**config.mk**
```make
export PLATFORM = sky130hd
export DESIGN_NAME = stmh_msg_handler
export DESIGN_NICKNAME = d
export VERILOG_FILES = /design/src/rtl/stmh_pkg.sv /design/src/rtl/stmh_msg_handler.sv
export SDC_FILE = /design/constraint.sdc
export NUM_CORES = 1
export LEC_CHECK = 0
export ABC_AREA = 1
export BUFFER_PORTS_ARGS = -buffer_cell sky130_fd_sc_hd__buf_2
export CAP_MARGIN = 20
export CORE_ASPECT_RATIO = 0.8
export CORE_MARGIN = 8
export CORE_UTILIZATION = 30
export CTS_CLUSTER_SIZE = 28
export DETAILED_ROUTE_END_ITERATION = 7
export GPL_TIMING_DRIVEN = 1
export PLACE_DENSITY_LB_ADDON = 0.3
export SYNTH_ARGS = -nofsm -noshare
export SYNTH_HDL_FRONTEND = slang
export SYNTH_SLANG_ARGS = --single-unit
```
**constraint.sdc**
```tcl
create_clock -name clk_sys -period 1.3 [get_ports clk_sys]
set_input_delay 0.26 -clock clk_sys [delete_from_list [all_inputs] [get_ports clk_sys]]
set_output_delay 0.26 -clock clk_sys [all_outputs]
set_load 0.02 [all_outputs]
```
**src/rtl/stmh_pkg.sv**
```systemverilog
// Package of message codes, phases, actions and limits for the message handler.
package stmh_pkg;

    localparam logic [7:0] MSG_CMD_COMPLETE = 8'h00;
    localparam logic [7:0] MSG_INIT_ERR     = 8'h05;
    localparam logic [7:0] MSG_ABORT        = 8'h06;
    localparam logic [7:0] MSG_REJECT       = 8'h07;
    localparam logic [7:0] MSG_NOP          = 8'h08;
    localparam logic [7:0] MSG_PARITY_ERR   = 8'h09;
    localparam logic [7:0] MSG_DEV_RESET    = 8'h0C;
    localparam int         IDENT_BIT        = 7;
    localparam int         IDENT_PROC_BIT   = 5;
    localparam logic [3:0] SENSE_ABORTED    = 4'hB;
    localparam logic [3:0] SENSE_NONE       = 4'h0;
    localparam logic [1:0] MSGIN_RETRY_MAX  = 2'h3;
    localparam logic [1:0] RETRY_RST        = 2'h0;

    // Bus phase in which attention was seen.
    typedef enum logic [3:0] {
        PH_SELECTION = 4'h0,
        PH_COMMAND   = 4'h1,
        PH_DATA_OUT  = 4'h2,
        PH_DATA_IN   = 4'h3,
        PH_STATUS    = 4'h4,
        PH_MSG_OUT   = 4'h5,
        PH_MSG_IN    = 4'h6
    } stmh_phase_e;

    // Action ordered to the bus sequencer.
    typedef enum logic [3:0] {
        ACT_NONE        = 4'h0,
        ACT_BUS_FREE    = 4'h1,
        ACT_REDO_CMD    = 4'h2,
        ACT_REDO_DOUT   = 4'h3,
        ACT_RESEND_DIN  = 4'h4,
        ACT_CHECK_CC    = 4'h5,
        ACT_RESEND_STAT = 4'h6,
        ACT_RESEND_MSG  = 4'h7,
        ACT_SEND_REJECT = 4'h8,
        ACT_CHECK_COND  = 4'h9,
        ACT_MSG_OUT     = 4'hA,
        ACT_CONTINUE    = 4'hB
    } stmh_act_e;

    typedef enum logic [1:0] {
        ST_IDLE = 2'b01,
        ST_MOUT = 2'b10
    } stmh_state_e;

    // Context captured with each received message byte.
    typedef struct packed {
        logic [7:0]  code;
        stmh_phase_e phase;
        logic        image_xfer;
        logic        lun_known;
        logic        op_pending;
        logic        sent_reject;
        logic        sent_cmd_cmpl;
    } stmh_msg_s;

    // Result handed to the bus sequencer.
    typedef struct packed {
        stmh_act_e  act;
        logic       clr_own_op;
        logic       clr_all_ops;
        logic       unit_atten;
        logic       drop_rx;
        logic [3:0] sense_key;
    } stmh_res_s;

endpackage : stmh_pkg

```
**src/rtl/stmh_msg_handler.sv**
```systemverilog
// Target-side decoder of initiator messages for a parallel SCSI target.
//
// How it works
// Code 05 means retry; the action depends on the attention phase.
// Code 05 after attention in selection goes bus free.
// Code 05 in command phase drops received CDB and redoes command.
// Code 05 in data-out drops received data and redoes data-out.
// Code 05 after image data-in: check condition, complete, free, key B.
// Code 05 after inquiry or sense data-in resends that data.
// Code 05 in status phase resends the status byte.
// Code 05 in message-in resends the same message byte.
// Code 06 clears the sender's operation then goes bus free.
// Abort before any identified unit only goes bus free.
// Abort with nothing pending raises no error.
// Initiators sharing the bus must reserve the unit first.
// Initiator raises no new attention before releasing acknowledge.
// Code 07 answering our reject gives check condition status.
// Initiator sends code 08 when it has nothing valid to send.
// Code 09 in message-in resends last message, else bus free.
// Message-in parity resends stop after three; then bus free.
// Code 0C resets all operations and sets unit attention for all.
// Initiator sends bus device reset asynchronously only.
// Codes 80 to FF identify; bit 5 set is answered with reject.
// Message-out is entered only after attention is asserted.
// Reject of command complete goes bus free.
// Unsupported codes get message reject and the sequence continues.
`timescale 1ns/1ps
module stmh_msg_handler
    import stmh_pkg::*;
(
    input  wire logic        clk_sys,
    input  wire logic        rstn,
    input  wire logic        ce,
    input  wire logic        atn_pin,
    input  wire logic        phase_done,
    input  wire stmh_phase_e cur_phase,
    input  wire logic        msg_valid,
    input  wire stmh_msg_s   msg_in,
    input  wire logic        msgin_ok,
    output logic             res_valid_ff,
    output stmh_res_s        res_ff,
    output logic             lun_valid_ff,
    output logic [2:0]       lun_ff,
    output logic [1:0]       retry_cnt_ff
);

    stmh_state_e state_ff;
    stmh_state_e nxt_state;
    stmh_phase_e atn_phase_ff;
    logic [2:0]  atn_sync_ff;
    logic        atn_seen;
    logic        atn_ff;
    logic        take_msg;
    logic        go_mout;
    stmh_res_s   nxt_res;
    stmh_msg_s   m;
    logic [1:0]  nxt_retry;
    logic        retry_spent;

    // Attention comes from the bus pins; a level counts once the two late
    // stages agree, so a single metastable sample cannot flip it.
    assign atn_seen = atn_ff;

    // Attention is honoured only at a phase boundary.
    assign go_mout  = (state_ff == ST_IDLE) & atn_seen & phase_done;
    assign take_msg = (state_ff == ST_MOUT) & msg_valid;
    assign m        = msg_in;

    function automatic stmh_res_s mk(input stmh_act_e a);
        stmh_res_s r;
        r           = '0;
        r.act       = a;
        r.sense_key = SENSE_NONE;
        return r;
    endfunction : mk

    assign retry_spent = (retry_cnt_ff == MSGIN_RETRY_MAX);

    always_comb begin
        nxt_res   = mk(ACT_NONE);
        nxt_retry = retry_cnt_ff;
        if (m.code[IDENT_BIT]) begin
            if (m.code[IDENT_PROC_BIT]) begin
                nxt_res = mk(ACT_SEND_REJECT);
            end else begin
                nxt_res = mk(ACT_CONTINUE);
            end
        end else begin
            case (m.code)
                MSG_INIT_ERR: begin
                    case (atn_phase_ff)
                        PH_SELECTION: nxt_res = mk(ACT_BUS_FREE);
                        PH_COMMAND: begin
                            nxt_res         = mk(ACT_REDO_CMD);
                            nxt_res.drop_rx = 1'b1;
                        end
                        PH_DATA_OUT: begin
                            nxt_res         = mk(ACT_REDO_DOUT);
                            nxt_res.drop_rx = 1'b1;
                        end
                        PH_DATA_IN: begin
                            if (m.image_xfer) begin
                                nxt_res           = mk(ACT_CHECK_CC);
                                nxt_res.sense_key = SENSE_ABORTED;
                            end else begin
                                nxt_res = mk(ACT_RESEND_DIN);
                            end
                        end
                        PH_STATUS:  nxt_res = mk(ACT_RESEND_STAT);
                        PH_MSG_IN:  nxt_res = mk(ACT_RESEND_MSG);
                        default:    nxt_res = mk(ACT_CONTINUE);
                    endcase
                end
                MSG_ABORT: begin
                    nxt_res = mk(ACT_BUS_FREE);
                    // Nothing to clear is not an error; free the bus anyway.
                    nxt_res.clr_own_op = m.lun_known & m.op_pending;
                end
                MSG_REJECT: begin
                    if (m.sent_reject) begin
                        nxt_res = mk(ACT_CHECK_COND);
                    end else begin
                        nxt_res = mk(ACT_BUS_FREE);
                    end
                end
                MSG_NOP: nxt_res = mk(ACT_CONTINUE);
                MSG_PARITY_ERR: begin
                    if (atn_phase_ff == PH_MSG_IN && !retry_spent) begin
                        nxt_res   = mk(ACT_RESEND_MSG);
                        nxt_retry = retry_cnt_ff + 2'h1;
                    end else begin
                        nxt_res = mk(ACT_BUS_FREE);
                    end
                end
                MSG_DEV_RESET: begin
                    nxt_res             = mk(ACT_BUS_FREE);
                    nxt_res.clr_all_ops = 1'b1;
                    nxt_res.unit_atten  = 1'b1;
                end
                default: nxt_res = mk(ACT_SEND_REJECT);
            endcase
        end
    end

    always_comb begin
        nxt_state = state_ff;
        case (state_ff)
            ST_IDLE: if (go_mout) nxt_state = ST_MOUT;
            ST_MOUT: if (take_msg) nxt_state = ST_IDLE;
            default: nxt_state = ST_IDLE;
        endcase
    end

    always_ff @(posedge clk_sys) begin
        if (!rstn) begin
            atn_sync_ff <= 3'h0;
            atn_ff      <= 1'b0;
        end else if (ce) begin
            atn_sync_ff <= {atn_sync_ff[1:0], atn_pin};
            if (atn_sync_ff[1] == atn_sync_ff[2]) begin
                atn_ff <= atn_sync_ff[2];
            end
        end
    end

    always_ff @(posedge clk_sys) begin
        if (!rstn) begin
            state_ff     <= ST_IDLE;
            atn_phase_ff <= PH_SELECTION;
            res_valid_ff <= 1'b0;
            res_ff       <= '0;
        end else if (ce) begin
            state_ff     <= nxt_state;
            res_valid_ff <= go_mout | take_msg;
            if (go_mout) begin
                atn_phase_ff <= cur_phase;
                res_ff       <= mk(ACT_MSG_OUT);
            end else if (take_msg) begin
                res_ff <= nxt_res;
            end
        end
    end

    // Resend counter is cleared on msgin_ok while ce is high, unless a code 09 byte is taken in the same cycle.
    always_ff @(posedge clk_sys) begin
        if (!rstn) begin
            retry_cnt_ff <= RETRY_RST;
        end else if (ce) begin
            if (take_msg && m.code == MSG_PARITY_ERR) begin
                retry_cnt_ff <= nxt_retry;
            end else if (msgin_ok) begin
                retry_cnt_ff <= RETRY_RST;
            end
        end
    end

    always_ff @(posedge clk_sys) begin
        if (!rstn) begin
            lun_valid_ff <= 1'b0;
            lun_ff       <= 3'h0;
        end else if (ce) begin
            if (take_msg && m.code[IDENT_BIT]
                && !m.code[IDENT_PROC_BIT]) begin
                lun_valid_ff <= 1'b1;
                lun_ff       <= m.code[2:0];
            end else if (take_msg && nxt_res.act == ACT_BUS_FREE) begin
                lun_valid_ff <= 1'b0;
            end
        end
    end

endmodule : stmh_msg_handler

```
==> results.md, run 1 <==
- RSZ-0062 raised after global routing: yes
- DP HPWL: 2800 µm
- Yosys synthesis warning count: 0
- Setup crit start kind: flip-flop
- Synth Cell Area: 0.00134 mm²
- Die Height: 75.8 µm
- Initial DRT Pass Iterations: 4
- Max clock buf depth: 2
- Final period util: 102%
- CP startpoint: state_ff[0]
- Grt total ovfl: 0
- IO Count: 47
- Syn_nets: 224
- RR Startpoint: state_ff[0]
- # DRC: 0
- GRT Util Overall: 10.2%
- Setup CP Type: reg -> reg
- Pwr dens: 835 mW/mm²
- CP max FO: 5
- Final setup viols: 3
- Initial drt markers: 81
- Placed Instances: 306
- Finished Core Util: 44.9%
- Commonest non-fill, non-tap cell in the layout: buf_2
- Period minus WS final: 1.33 ns
- CTS buffer count: 3
- Nets: 288
- Vias per cell: 4.47
- Die Area: 0.00687 mm²
- Largest net degree at the start of global routing: 17
- Leakage: 0.933 nW
- Crit path capture type: flip-flop
- Commonest non-fill, non-tap cells in the layout: 40 x buf_2, 35 x nand2_1, 22 x buf_4
- H-tree levels: 1
- Worst-Skew Late Latency: 0.27 ns
- Synthesized flop and latch total: 25
- Final antenna-violating net count: 0
- Sequential Area: 510 µm²
- Ant. Diodes: 0
- Root Driver: clkbuf_8
- Max-cap violations: 0
- Vias in the first global route: 1317
- Fin worst setup slack: -0.0305 ns
- FMAX: 752 MHz
- Syn Area/Cell: 6.87 µm²
- Final Wtd Congestion: 0.841
- Initial antenna violation count: 0
- Min-delay worst type: in -> reg
- Mapped Cells: 195
- Global-route wire length before repair: 5750 µm
- Clk slew on worst S/H paths: 0.10 ns
- VDD IR max: 0.658 mV
- Failing checks: setup timing
- Hold_sp: atn_pin
- Worst Skew: 0.00790 ns
- Pins Over Slew Limit: 0
- TritonCTS clock tree: built
- Status: finished with violations
- DR vias: 1407
- Synth-to-Final Area Change: 41.9%
- Final std cells w/o fill: 315
- Routed wire length per instance: 11.6 µm
- Initial Util: 31.6%
- Multi-input logic area: 793 µm²
- Row Count: 21
- Placement Setup Slack: -0.120 ns
- CP Data Required Time: 1.46 ns
- Die Span X: 90.7 µm
- CTS sink cnt: 25
- Count of different cell masters after synthesis: 25
- FILL cells: 441
- Final hold viol count: 0
- Post-Route WL: 3660 µm
- Share of post-route cells with drive strength above 1: 43.8%
- IO Port Bufs: 40
- Sequential fraction of the synthesis area: 37.4%
- Pwr Total: 1.59 mW
- Setup TNS: -0.0563 ns
- Arrival @ worst endpoint: 1.49 ns
- Core Region: 0.00423 mm²
## metal layers
metal	vias to the layer above	track usage (%)	wire length (µm)
met5	-	0	0
met4	0	2.76	15
met3	4	3.35	270
met2	34	15.4	1560
met1	610	13.5	1810
li1	759	-	-
## kinds of logic (layout without fill, tap and decap cells)
family          Yosys count  count (layout)  synth area share, %
buf+inv                  31              93                 9.91
simple gates             93              94                 33.6
other cells               1               1                0.280
flops                    25              25                 37.4
fa+ha+maj                 1               1                0.934
compound gates           44              44                 17.9
## area by class of cell
type | count | area share, %
multi-input cells | 140 | 41.8
flip-flops and latches | 25 | 26.9
repair buffers | 63 | 19.8
inverters | 26 | 5.14
well taps | 57 | 3.75
clock buffers | 3 | 2.17
clock inverters | 1 | 0.461
## worst paths after layout
path                                        end  slack (ns)  cells past startpoint
worst max-delay path            atn_phase_ff[0]       -0.03                      9
worst min-delay path             atn_sync_ff[0]        0.22                      3
worst max register to register  atn_phase_ff[0]       -0.03                      9
worst min register to register        res_ff[8]        0.46                      2
## through the flow
step	area, µm²	hold slack (ns)
floorplan	1340	0.395
global placement	1720	0.449
detailed placement	1720	0.447
CTS	1780	0.210
global route	1900	0.240
finish	1900	0.217
## synthesized netlist by cell type, drive strengths merged
cell type | count | share of area (%)
o21ai | 21 | 8.1
nand3b | 1 | 0.56
nand3 | 9 | 3.7
nand2 | 43 | 13
inv | 25 | 7.0
nand4 | 4 | 1.9
nor3 | 5 | 1.9
a21oi | 22 | 9.1
o221ai | 1 | 0.65
clkinv | 1 | 0.28
ha | 1 | 0.93
buf | 5 | 2.6
conb | 1 | 0.28
nor2 | 31 | 12
dfxtp | 25 | 37
## flip-flops by register name, summed over array words and instances (netlist names)
| name | cells |
|---|---|
| retry_cnt_ff | 2 |
| res_valid_ff | 1 |
| lun_ff | 3 |
| res_ff | 8 |
| atn_ff | 1 |
| atn_phase_ff | 4 |
| lun_valid_ff | 1 |
| atn_sync_ff | 3 |
| state_ff | 2 |
## power by group
part | internal, mW | switching [mW] | total, mW
Clock | 0.225 | 0.268 | 0.493
Combinational | 0.115 | 0.159 | 0.274
Sequential | 0.791 | 0.0270 | 0.818
Total | 1.13 | 0.454 | 1.59
## worst max-delay path, cell delays in order, from the launching register on
cell	delay (ns)
dfxtp_2	0.34
inv_2	0.06
nor2_4	0.14
nand3_2	0.10
nand2_2	0.07
nand2_2	0.07
nor2_4	0.18
nand2_4	0.10
o21ai_2	0.12
a21oi_1	0.05
## timing repair
item / CTS / global route
cloned: 0 / 1
buffers inserted: 0 / 4
gates resized for setup: 5 / 28
pin swaps: 0 / 12
hold buffers: 0 / 0
endpoints found under the setup margin: 8 / 15
Power figures use the tool's default switching activity.
==> run 2, diff against run 1 <==
--- a/config.mk
+++ b/config.mk
@@ -8,13 +8,13 @@
 export ABC_AREA = 1
 export BUFFER_PORTS_ARGS = -buffer_cell sky130_fd_sc_hd__buf_2
 export CAP_MARGIN = 20
-export CORE_ASPECT_RATIO = 0.8
-export CORE_MARGIN = 8
+export CORE_MARGIN = 2
 export CORE_UTILIZATION = 30
 export CTS_CLUSTER_SIZE = 28
 export DETAILED_ROUTE_END_ITERATION = 7
 export GPL_TIMING_DRIVEN = 1
 export PLACE_DENSITY_LB_ADDON = 0.3
+export SLEW_MARGIN = 20
 export SYNTH_ARGS = -nofsm -noshare
 export SYNTH_HDL_FRONTEND = slang
 export SYNTH_SLANG_ARGS = --single-unit
==> run 2 against run 1 <==
Net effect: the flow now finishes without violations; critical endpoint is now lun_valid_ff; sequential share of layout area fell by 0.14 points; final cell count did not move; sequential power barely moved; critical path type unchanged; total power fell by 1.5%.
==> results.md, run 2 (synthesized netlist as in run 1, its figures left out) <==
- Status: completed (was finished with violations)
- Largest net degree at the start of global routing: 16 (was 17)
- Synth-to-Final Area Change: 44.0% (was 41.9%)
- Arrival @ worst endpoint: 1.45 ns (was 1.49 ns)
- Final antenna-violating net count: 0 (unchanged)
- Final hold viol count: 0 (unchanged)
- Slowest-stage cell, CP: dfxtp_2 (unchanged)
- Clk slew on worst S/H paths: 0.09 ns (was 0.10 ns)
- Final Wtd Congestion: 0.771 (was 0.841)
- Leading registers by flop count: res_ff: 8 flops, atn_phase_ff: 4 flops (unchanged)
- Final setup viols: 0 (was 3)
- Max clock buf depth: 2 (unchanged)
- Vias per cell: 4.47 (unchanged)
- Multi-input logic area: 787 µm² (was 793 µm²)
- Pins Over Slew Limit: 0 (unchanged)
- Worst hold margin: 0.213 ns (was 0.217 ns)
- Final std cells w/o fill: 315 (unchanged)
- Setup crit start kind: flip-flop (unchanged)
- CP Data Required Time: 1.47 ns (was 1.46 ns)
- Share of post-route cells with drive strength above 1: 44.9% (was 43.8%)
- CP startpoint: state_ff[0] (unchanged)
- Reg2reg setup slack: 0.02 ns (was -0.03 ns)
- Commonest non-fill, non-tap cells in the layout: 40 x buf_2, 34 x nand2_1, 27 x buf_4 (was 40 x buf_2, 35 x nand2_1, 22 x buf_4)
- Die Span X: 70.8 µm (was 90.7 µm)
- RR Startpoint: state_ff[0] (unchanged)
- Die Area: 0.00501 mm² (was 0.00687 mm²)
- Initial drt markers: 29 (was 81)
- RSZ-0062 raised after global routing: yes (unchanged)
- Setup CP Type: reg -> reg (unchanged)
- Ant. Diodes: 0 (unchanged)
- Placed Instances: 305 (was 306)
- Die Height: 70.8 µm (was 75.8 µm)
- DR vias: 1407 (unchanged)
- Global-route wire length before repair: 5370 µm (was 5750 µm)
- CTS buffer count: 3 (unchanged)
- Root Driver: clkbuf_8 (unchanged)
- IO Count: 47 (unchanged)
- Initial DRT Pass Iterations: 4 (unchanged)
- Min-delay worst type: in -> reg (unchanged)
- CP max FO: 3 (was 5)
- Commonest non-fill, non-tap cell in the layout: buf_2 (unchanged)
- Post-Route WL: 3290 µm (was 3660 µm)
- Worst R2R Path Depth: 9 (unchanged)
- GRT Util Overall: 13.0% (was 10.2%)
- DP HPWL: 2570 µm (was 2800 µm)
- Pwr dens: 810 mW/mm² (was 835 mW/mm²)
- Nets: 293 (was 288)
- Max reg flops: 8 (unchanged)
- Most flop-heavy register: res_ff (unchanged)
- VDD IR max: 0.630 mV (was 0.658 mV)
- TritonCTS clock tree: built (unchanged)
- Initial Util: 31.0% (was 31.6%)
- Period minus WS final: 1.28 ns (was 1.33 ns)
- Worst-path cell chain: inv_2 -> nand3_2 -> nor2_4 -> buf_4 -> nand3_2 -> nor2_1 -> nand2_1 -> nand2_1 -> a21oi_2 (was inv_2 -> nor2_4 -> nand3_2 -> nand2_2 -> nand2_2 -> nor2_4 -> nand2_4 -> o21ai_2 -> a21oi_1)
- Worst-Skew Late Latency: 0.27 ns (about the same)
- Hold_buf cts: 0 (unchanged)
- Grt total ovfl: 0 (unchanged)
- R2R Path End: lun_valid_ff (was atn_phase_ff[0])
- CP endpoint: lun_valid_ff (was atn_phase_ff[0])
- CTS sink cnt: 25 (unchanged)
- Max incr delay on CP: 0.33 ns (was 0.34 ns)
- FILL cells: 476 (was 441)
- Max-cap violations: 0 (unchanged)
- IO Port Bufs: 40 (unchanged)
- Crit path capture type: flip-flop (unchanged)
- Worst Skew: 0.00584 ns (was 0.00790 ns)
- FMAX: 782 MHz (was 752 MHz)
- H-tree levels: 1 (unchanged)
- Sequential Area: 515 µm² (was 510 µm²)
- Routed wire length per instance: 10.4 µm (was 11.6 µm)
- Initial antenna violation count: 0 (unchanged)
- Core Region: 0.00432 mm² (was 0.00423 mm²)
- Row Count: 24 (was 21)
- Vias in the first global route: 1285 (was 1317)
- Leakage: 0.967 nW (was 0.933 nW)
- # DRC: 0 (unchanged)
- Final period util: 98.3% (was 102%)
==> run 2: cell types whose count changed in the layout (fill, tap and decap cells not counted), moves of 2 or more <==
cell / delta
nor2_2: -2
buf_4: +5
dfxtp_2: -2
nand3_2: +2
nor2_1: +2
dfxtp_4: +2
==> run 2: repair_timing <==
action / in CTS / in global routing
buffers inserted: 0 / 5
gates cloned: 1 / 0
endpoints found under the setup margin: 8 / 15
pin swaps: 1 / 9
resized for setup: 1 / 34
==> run 2: worst min-delay path by stage <==
stage              start              to  slack [ns]  cells after the start
2_1_floorplan    atn_pin  atn_sync_ff[0]        0.39                      2
3_3_place_gp   res_ff[8]       res_ff[8]        0.45                      2
3_5_place_dp   res_ff[4]       res_ff[4]        0.45                      2
4_1_cts          atn_pin  atn_sync_ff[0]        0.21                      3
5_1_grt          atn_pin  atn_sync_ff[0]        0.21                      3
6_report         atn_pin  atn_sync_ff[0]        0.21                      3
==> run 2: layout make-up <==
type                    instances  share of cell area (%)
clock buffers                   3                    2.14
flip-flops and latches         25                    26.7
inverters                      26                    5.19
well taps                      52                    3.37
multi-input cells             140                    40.8
clock inverters                 1                   0.260
repair buffers                 68                    21.5
==> run 2: routing by layer <==
| layer | wire (µm) | vias to the layer above | global-route usage (%) |
|---|---|---|---|
| li1 | - | 769 | - |
| met1 | 1570 | 605 | 17.5 |
| met2 | 1530 | 28 | 21.4 |
| met3 | 149 | 5 | 2.42 |
| met4 | 35 | 0 | 3.77 |
| met5 | 0 | - | 0 |
==> run 2: per-stage QoR <==
step | power, mW | setup slack (ns) | utilization, % | TNS (ns) | area [µm²]
after detailed placement | 1.06 | -0.131 | 40.3 | -0.480 | 1740
after floorplan | 0.954 | 0.0614 | - | 0 | 1340
final | 1.56 | 0.0219 | 44.6 | 0 | 1930
after global routing | 1.66 | -0.0961 | 44.6 | -0.611 | 1930
after CTS | 1.53 | -0.00838 | 41.6 | -0.0207 | 1800
after global placement | 1.06 | -0.118 | 40.3 | -0.389 | 1740
==> run 2: worst max-delay path: cells and delay by family, from the launching register on <==
family          cells  cell delay [ns]
buf+inv             2             0.20
flops               1             0.33
compound gates      1             0.05
simple gates        6             0.59
==> run 2: power breakdown <==
part           total, mW  internal, mW  switching, mW
registers          0.817         0.790         0.0275
clock network      0.461         0.214          0.247
logic              0.283         0.128          0.155
